## src/hw/llmc_regs.svh

```systemverilog
/*
 * Timing constants for the line, local and motor control block.
 * Assumes a 100 MHz system clock.
 */
`ifndef LLMC_REGS_SVH
`define LLMC_REGS_SVH

`define LLMC_CLK_HZ          100000000
`define LLMC_TICK_HZ         1000
`define LLMC_TICK_CYCLES     (`LLMC_CLK_HZ / `LLMC_TICK_HZ)
`define LLMC_FILTER_MS       20
`define LLMC_LOCAL_REL_MS    2300
`define LLMC_MOTOR_HOLD_MS   550
`define LLMC_MOTOR_MIN_MS    475
`define LLMC_MOTOR_MAX_MS    675

`endif

```

## src/hw/llmc_pkg.sv

```systemverilog
/*
 * Types for the line, local and motor control block.
 * Assumes nothing of its surroundings.
 */
package llmc_pkg;
    typedef enum logic [1:0] {
        LLMC_POL_NEUTRAL,
        LLMC_POL_POS,
        LLMC_POL_NEG
    } llmc_pol_t;
endpackage

```

## src/hw/llmc_tick_if.sv

```systemverilog
/*
 * Interface carrying the millisecond tick between the divider and the control logic.
 * Assumes a single clock domain.
 */
`timescale 1ns/1ps
`default_nettype none

interface llmc_tick_if;
    logic tick;
    modport src (output tick);
    modport dst (input  tick);
endinterface // llmc_tick_if

`default_nettype wire

```

## src/hw/llmc_tick_gen.sv

```systemverilog
/*
 * Divider producing a one-cycle tick enable from the system clock.
 * Assumes clk_in is the only clock; reset is asynchronous, active low.
 */
`timescale 1ns/1ps
`default_nettype none
`include "llmc_regs.svh"

module llmc_tick_gen #(
    parameter int TICK_CYCLES = `LLMC_TICK_CYCLES
) (
    input  wire logic clk_in,
    input  wire logic reset_n_in,
    llmc_tick_if.src  tick_out
);
    localparam int CW = $clog2(TICK_CYCLES + 1);

    if (TICK_CYCLES < 2) begin : g_bad_tick
        $error("TICK_CYCLES must be at least 2");
    end

    typedef struct packed {
        logic [CW-1:0] cnt;
        logic          tick;
    } llmc_div_t;

    llmc_div_t state_reg;
    llmc_div_t state_next;

    always_comb begin
        state_next      = state_reg;
        state_next.tick = 1'b0;
        if (state_reg.cnt == CW'(TICK_CYCLES - 1)) begin
            state_next.cnt  = '0;
            state_next.tick = 1'b1;
        end else begin
            state_next.cnt = state_reg.cnt + CW'(1);
        end
    end

    always_ff @(posedge clk_in or negedge reset_n_in) begin
        if (!reset_n_in) begin
            state_reg <= '0;
        end else begin
            state_reg <= state_next;
        end
    end

    assign tick_out.tick = state_reg.tick;
endmodule // llmc_tick_gen

`default_nettype wire

```

## src/hw/llmc_top.sv

```systemverilog
/*
 * Connect, local and motor-hold control for a terminal line connection.
 * Assumes pins are asynchronous to clk_in and buttons are debounced
 * mechanically; the proceed-to-dial state comes from logic on clk_in.
 */
`timescale 1ns/1ps
`default_nettype none
`include "llmc_regs.svh"

// Notes on behaviour
// - Connect follows line, filtered 20 ms, gated by low paper
// - Positive polarity sets connect
// - Negative polarity clears connect
// - Neutral line leaves connect unchanged
// - Low paper blocks connecting, not disconnecting
// - Local button works only when disconnected and not in dial state
// - Start or stop clears local
// - Release timer held at zero while disconnected
// - After 2.3 s connected, pulse clears local
// - Release pulse repeats while connected
// - Motor hold input is connect or local
// - Motor turns on immediately
// - Motor stays on 0.55 s after drop
// - Motor delay within 0.475 to 0.675 s
module llmc_top #(
    parameter int TICK_CYCLES  = `LLMC_TICK_CYCLES,
    parameter int FILTER_TICKS = `LLMC_FILTER_MS,
    parameter int LOCAL_TICKS  = `LLMC_LOCAL_REL_MS,
    parameter int MOTOR_TICKS  = `LLMC_MOTOR_HOLD_MS
) (
    input  wire logic clk_in,
    input  wire logic reset_n_in,
    input  wire logic line_pos_in,
    input  wire logic line_neg_in,
    input  wire logic low_paper_in,
    input  wire logic local_btn_in,
    input  wire logic start_btn_in,
    input  wire logic stop_btn_in,
    input  wire logic dial_state_in,
    output var  logic connect_out,
    output var  logic local_out,
    output var  logic motor_out,
    output var  logic release_pulse_out
);
    localparam int FW = $clog2(FILTER_TICKS + 1);
    localparam int LW = $clog2(LOCAL_TICKS + 1);
    localparam int MW = $clog2(MOTOR_TICKS + 1);

    // ========================================================
    // Parameter checks
    // ========================================================
    if (FILTER_TICKS < 1 || LOCAL_TICKS < 1 || MOTOR_TICKS < 1) begin : g_bad_counts
        $error("Timer counts must be at least 1");
    end
    if (TICK_CYCLES == `LLMC_TICK_CYCLES &&
        (MOTOR_TICKS < `LLMC_MOTOR_MIN_MS || MOTOR_TICKS > `LLMC_MOTOR_MAX_MS)) begin : g_bad_motor
        $error("Motor hold delay outside permitted range");
    end

    // ========================================================
    // Tick divider
    // ========================================================
    llmc_tick_if tick_bus ();

    llmc_tick_gen #(
        .TICK_CYCLES (TICK_CYCLES)
    ) u_tick (
        .clk_in     (clk_in),
        .reset_n_in (reset_n_in),
        .tick_out   (tick_bus)
    );

    // ========================================================
    // State
    // ========================================================
    typedef struct packed {
        logic [2:0]    pos_sync;
        logic [2:0]    neg_sync;
        logic [2:0]    paper_sync;
        logic [2:0]    lcl_sync;
        logic [2:0]    start_sync;
        logic [2:0]    stop_sync;
        logic          pos_st;
        logic          neg_st;
        logic          paper_st;
        logic          lcl_st;
        logic          start_st;
        logic          stop_st;
        logic [1:0]    pol_cand;
        logic [1:0]    pol_filt;
        logic [FW-1:0] filt_cnt;
        logic          connect;
        logic          local_on;
        logic [LW-1:0] rel_cnt;
        logic          rel_pulse;
        logic          motor;
        logic [MW-1:0] motor_cnt;
    } llmc_state_t;

    llmc_state_t state_reg;
    llmc_state_t state_next;

    llmc_pkg::llmc_pol_t pol_raw;
    logic                hold_in;

    always_comb begin
        state_next = state_reg;
        state_next.rel_pulse = 1'b0;

        // Three-stage synchronisers, steady value updates only when sync bits 2 and 1 agree
        state_next.pos_sync   = {state_reg.pos_sync[1:0],   line_pos_in};
        state_next.neg_sync   = {state_reg.neg_sync[1:0],   line_neg_in};
        state_next.paper_sync = {state_reg.paper_sync[1:0], low_paper_in};
        state_next.lcl_sync   = {state_reg.lcl_sync[1:0],   local_btn_in};
        state_next.start_sync = {state_reg.start_sync[1:0], start_btn_in};
        state_next.stop_sync  = {state_reg.stop_sync[1:0],  stop_btn_in};
        if (state_reg.pos_sync[2] == state_reg.pos_sync[1]) begin
            state_next.pos_st = state_reg.pos_sync[2];
        end
        if (state_reg.neg_sync[2] == state_reg.neg_sync[1]) begin
            state_next.neg_st = state_reg.neg_sync[2];
        end
        if (state_reg.paper_sync[2] == state_reg.paper_sync[1]) begin
            state_next.paper_st = state_reg.paper_sync[2];
        end
        if (state_reg.lcl_sync[2] == state_reg.lcl_sync[1]) begin
            state_next.lcl_st = state_reg.lcl_sync[2];
        end
        if (state_reg.start_sync[2] == state_reg.start_sync[1]) begin
            state_next.start_st = state_reg.start_sync[2];
        end
        if (state_reg.stop_sync[2] == state_reg.stop_sync[1]) begin
            state_next.stop_st = state_reg.stop_sync[2];
        end

        // Both or neither polarity reads as neutral
        if (state_reg.pos_st && !state_reg.neg_st) begin
            pol_raw = llmc_pkg::LLMC_POL_POS;
        end else if (state_reg.neg_st && !state_reg.pos_st) begin
            pol_raw = llmc_pkg::LLMC_POL_NEG;
        end else begin
            pol_raw = llmc_pkg::LLMC_POL_NEUTRAL;
        end

        if (pol_raw != llmc_pkg::llmc_pol_t'(state_reg.pol_cand)) begin
            state_next.pol_cand = pol_raw;
            state_next.filt_cnt = '0;
        end else if (state_reg.pol_filt != state_reg.pol_cand && tick_bus.tick) begin
            if (state_reg.filt_cnt == FW'(FILTER_TICKS - 1)) begin
                state_next.pol_filt = state_reg.pol_cand;
            end else begin
                state_next.filt_cnt = state_reg.filt_cnt + FW'(1);
            end
        end

        if (state_reg.pol_filt == 2'(llmc_pkg::LLMC_POL_POS) && !state_reg.paper_st) begin
            state_next.connect = 1'b1;
        end
        if (state_reg.pol_filt == 2'(llmc_pkg::LLMC_POL_NEG)) begin
            state_next.connect = 1'b0;
        end

        if (!state_reg.connect) begin
            state_next.rel_cnt = '0;
        end else if (tick_bus.tick) begin
            if (state_reg.rel_cnt == LW'(LOCAL_TICKS - 1)) begin
                state_next.rel_cnt   = '0;
                state_next.rel_pulse = 1'b1;
            end else begin
                state_next.rel_cnt = state_reg.rel_cnt + LW'(1);
            end
        end

        if (state_reg.lcl_st && !dial_state_in && !state_reg.connect) begin
            state_next.local_on = 1'b1;
        end
        if (state_reg.start_st || state_reg.stop_st || state_reg.rel_pulse) begin
            state_next.local_on = 1'b0;
        end

        hold_in = state_reg.connect || state_reg.local_on;

        if (hold_in) begin
            state_next.motor     = 1'b1;
            state_next.motor_cnt = '0;
        end else if (state_reg.motor && tick_bus.tick) begin
            if (state_reg.motor_cnt == MW'(MOTOR_TICKS - 1)) begin
                state_next.motor     = 1'b0;
                state_next.motor_cnt = '0;
            end else begin
                state_next.motor_cnt = state_reg.motor_cnt + MW'(1);
            end
        end
    end

    always_ff @(posedge clk_in or negedge reset_n_in) begin
        if (!reset_n_in) begin
            state_reg <= '0;
        end else begin
            state_reg <= state_next;
        end
    end

    assign connect_out       = state_reg.connect;
    assign local_out         = state_reg.local_on;
    assign motor_out         = state_reg.motor;
    assign release_pulse_out = state_reg.rel_pulse;
endmodule // llmc_top

`default_nettype wire

```

## config.mk

```make
export PLATFORM = sky130hd
export DESIGN_NAME = llmc_top
export DESIGN_NICKNAME = d
export VERILOG_FILES = /design/src/hw/llmc_pkg.sv /design/src/hw/llmc_tick_if.sv /design/src/hw/llmc_tick_gen.sv /design/src/hw/llmc_top.sv
export VERILOG_INCLUDE_DIRS = /design/src /design/src/hw
export SDC_FILE = /design/constraint.sdc
export NUM_CORES = 1
export LEC_CHECK = 0
export BUFFER_PORTS_ARGS = -buffer_cell sky130_fd_sc_hd__buf_2
export CAP_MARGIN = 20
export CORE_UTILIZATION = 36
export DETAILED_ROUTE_END_ITERATION = 8
export GPL_TIMING_DRIVEN = 0
export SLEW_MARGIN = 20
export SYNTH_ARGS = -nofsm -noshare
export SYNTH_HDL_FRONTEND = slang
export SYNTH_SLANG_ARGS = --single-unit
```

## constraint.sdc

```tcl
create_clock -name clk_in -period 2.9 [get_ports clk_in]
set_clock_uncertainty 0.15 [all_clocks]
set_input_delay 0.145 -clock clk_in [delete_from_list [all_inputs] [get_ports clk_in]]
set_output_delay 0.145 -clock clk_in [all_outputs]
set_load 0.01 [all_outputs]
```

==> impl_results.md <==
- WS Path Type: reg2reg
- Yosys reg bits: slightly below 80
- Vias post-DR: between 2000 and 2500
- Layout cells sized above 1: 0.108
- Fin nets: 342
- Largest register FFs: 43
- Total GRT Usage: 0.129
- WP depth: 5
- Commonest cells post-synth: dfrtp_1 (77), nor2_1 (30), nand2_1 (19), nand4_1 (15), xor2_1 (14)
- Synth area leader: dfrtp_1
- Final Hold Fails: 0
- Die width: between 90 and 100 µm
- Overall power: 2.00 mW
- CP Cell Sequence: ha_1 > nor4bb_1 > a31oi_2 > buf_4 > a22o_1
- Final Worst Setup Slack: approximately 0.85 ns
- Syn Inst Count: about 300
- First-pass DRT Iterations: 6
- DIE HEIGHT: around 98 µm
- Post-DRT Antenna Nets: 0
- First-pass GRT wire length: slightly below 10000 µm
- Max-slew headroom: 0.482
- Die Area: roughly 0.0096 mm²
- Clk Latency, worst-skew pair: approximately 0.33 ns
- Sequential share of the synthesized area: 0.579
- Total detailed-routing wirelength: approximately 5700 µm
- Number of global-route vias before repair: between 2000 and 2500
- Worst stage delay on the critical path: 0.41 ns
- Synth top area share: 0.579
- LEAKAGE: about 1.7 nW
- # H-tree levels: 3
- Avg Cell Area, Syn: about 11 µm²
- 1st-iter DRT viols: between 80 and 90
- Final setup fails: 0
- Power density over cell area: 522 mW/mm²
- CP startpoint kind: flip-flop
- Syn Nets: between 300 and 400
- DP HPWL: ~4000 µm
- Deepest clock path buffer count: 2
- Top-count cell post-synth: dfrtp_1
- Critical path buffers and inverters: 1
- RSZ-0062 raised after global routing: false
- Largest delay share family, worst path: compound AO/OA/AOI/OAI gates
- Min-delay worst type: in2async
- Vias per cell: 5.11
- Initial antenna violation count: 0
- CTS Buf Count: 9
- Minimum clock period: around 2 ns
- DR DRC count: 0
- Max Slew Vio Count: 0
- Max Cap Viol: 0
- Post-CTS Setup Repair Bufs: 0
- Syn-to-layout area delta: 15.0%
- Antenna diodes: 0
- Critical path required time: between 2 and 3 ns
- Number of synthesized flops with an enable pin: 0
- Peak Freq: between 400 and 500 MHz
- Unique masters post-synth: 45
- Setup TNS: 0 ns
- Status: finished, final reports clean
- Buffers on Ports: 12
- CP arrival: around 2.1 ns
- Clk root buf: clkbuf_8
- Cell Area, Synth: 0.00333 mm²
- GRT overflow: 0
- Worst IR drop on VDD: between 300 and 400 µV
- Critical Path End Type: flip-flop
- Synth area leaders: dfrtp_1 (58%), xor2_1 (3.7%), xnor2_1 (3.4%), nor2_1 (3.4%), nand4_1 (2.8%)
- Core area: between 0.008 and 0.009 mm²
- Synth Flop Type: dfrtp_1
- Io pins: 13
- Final period util: 0.707
- # rows: 34
- Reg clk slew, reported paths: ~0.080 ns
- Reg2reg setup slack: approximately 0.85 ns
- Routability-driven placement congestion ratio: slightly above 0.8
- Crit-path max FO: 10
- TritonCTS clock tree: built
- Crit-path slowest cell: dfrtp_1
- Worst Reg-to-Reg Cells: 5
- Initial core utilization: 0.376
- Largest net degree at the start of global routing: 43
- Yosys Warn Count: 0
- Wire per inst: around 13 µm
- Worst Tran Pin Value: roughly 0.77 ns
- Ys async rst share: 1.00
- Clock Sinks: a little under 80
- DP Worst Slack: between 0.8 and 0.9 ns
worst register-to-register path, cell delays in order, from the launching register on:
cell	delay (ns)
dfrtp_1	0.41
ha_1	0.21
nor4bb_1	0.37
a31oi_2	0.30
buf_4	0.26
a22o_1	0.24
metal layers:
layer	track usage	vias to the layer above	wire, µm
li1	-	1109	-
met1	0.178	1107	2990
met2	0.195	29	2480
met3	0.0472	4	196
met4	0.0310	0	41
met5	0	-	0
metrics by stage:
step           instances  hold WS, ns  instance area, µm²   util
6_report             440        0.141                3830  0.433
2_1_floorplan        296       -0.301                3330      -
4_1_cts              440        0.152                3830  0.433
3_3_place_gp         416        0.103                3520  0.398
5_1_grt              440        0.168                3830  0.433
3_5_place_dp         417      -0.0162                3550  0.401
logic make-up after synthesis:
kind of cell               Yosys count  share of synthesized area
buffers and inverters               14                     0.0184
and+or+nand+nor                    123                      0.199
DFF                                 77                      0.579
AOI/OAI and AO/OA                   37                     0.0740
xor gates and xnor gates            27                     0.0710
muxes                                7                     0.0222
adders and majority gates           11                     0.0368
path summary, 6_finish.rpt:
| path | startpoint | end |
|---|---|---|
| max | state_reg[13] | state_reg[13] |
| min | reset_n_in | state_reg[6] |
| max reg2reg | state_reg[13] | state_reg[13] |
| min reg2reg | state_next[48] | state_next[49] |
| max in group asynchronous | reset_n_in | state_reg[49] |
| min in group clk_in | state_next[48] | state_next[49] |
layout by cell type, fill, tap and decap left out, drive strengths merged, types with 7 or more instances in the layout:
cell type and n:
buf 17, nand3 12, xor2 14, nor3 7, a21oi 9, dfrtp 77, nor2 30, nand2 19
o21ai 8, xnor2 13, nand4 15, dlygate4sd3 8, clkbuf 14, inv 8
final cells by class:
cell class              instances  area [µm²]
fillers                       850        5020
flip-flops and latches         77        1930
multi-input cells             205        1340
repair buffers                 21         163
clock buffers                  12         155
well taps                     108         135
clock inverters                 3        45.0
plain buffers                   6        31.3
inverters                       8        30.0
where the power goes:
group / switching (mW) / internal, mW / leakage [nW]
logic: 0.0429 / 0.0311 / 0.584
registers: 0.0195 / 1.10 / 0.999
clock network: 0.366 / 0.440 / 0.0947
total: 0.428 / 1.57 / 1.68
repair_timing:
action,4_1_cts,5_1_grt
hold buffers,8,0
hold endpoints to repair,42,0
gates resized for setup,0,0
Power figures use the tool's default switching activity.
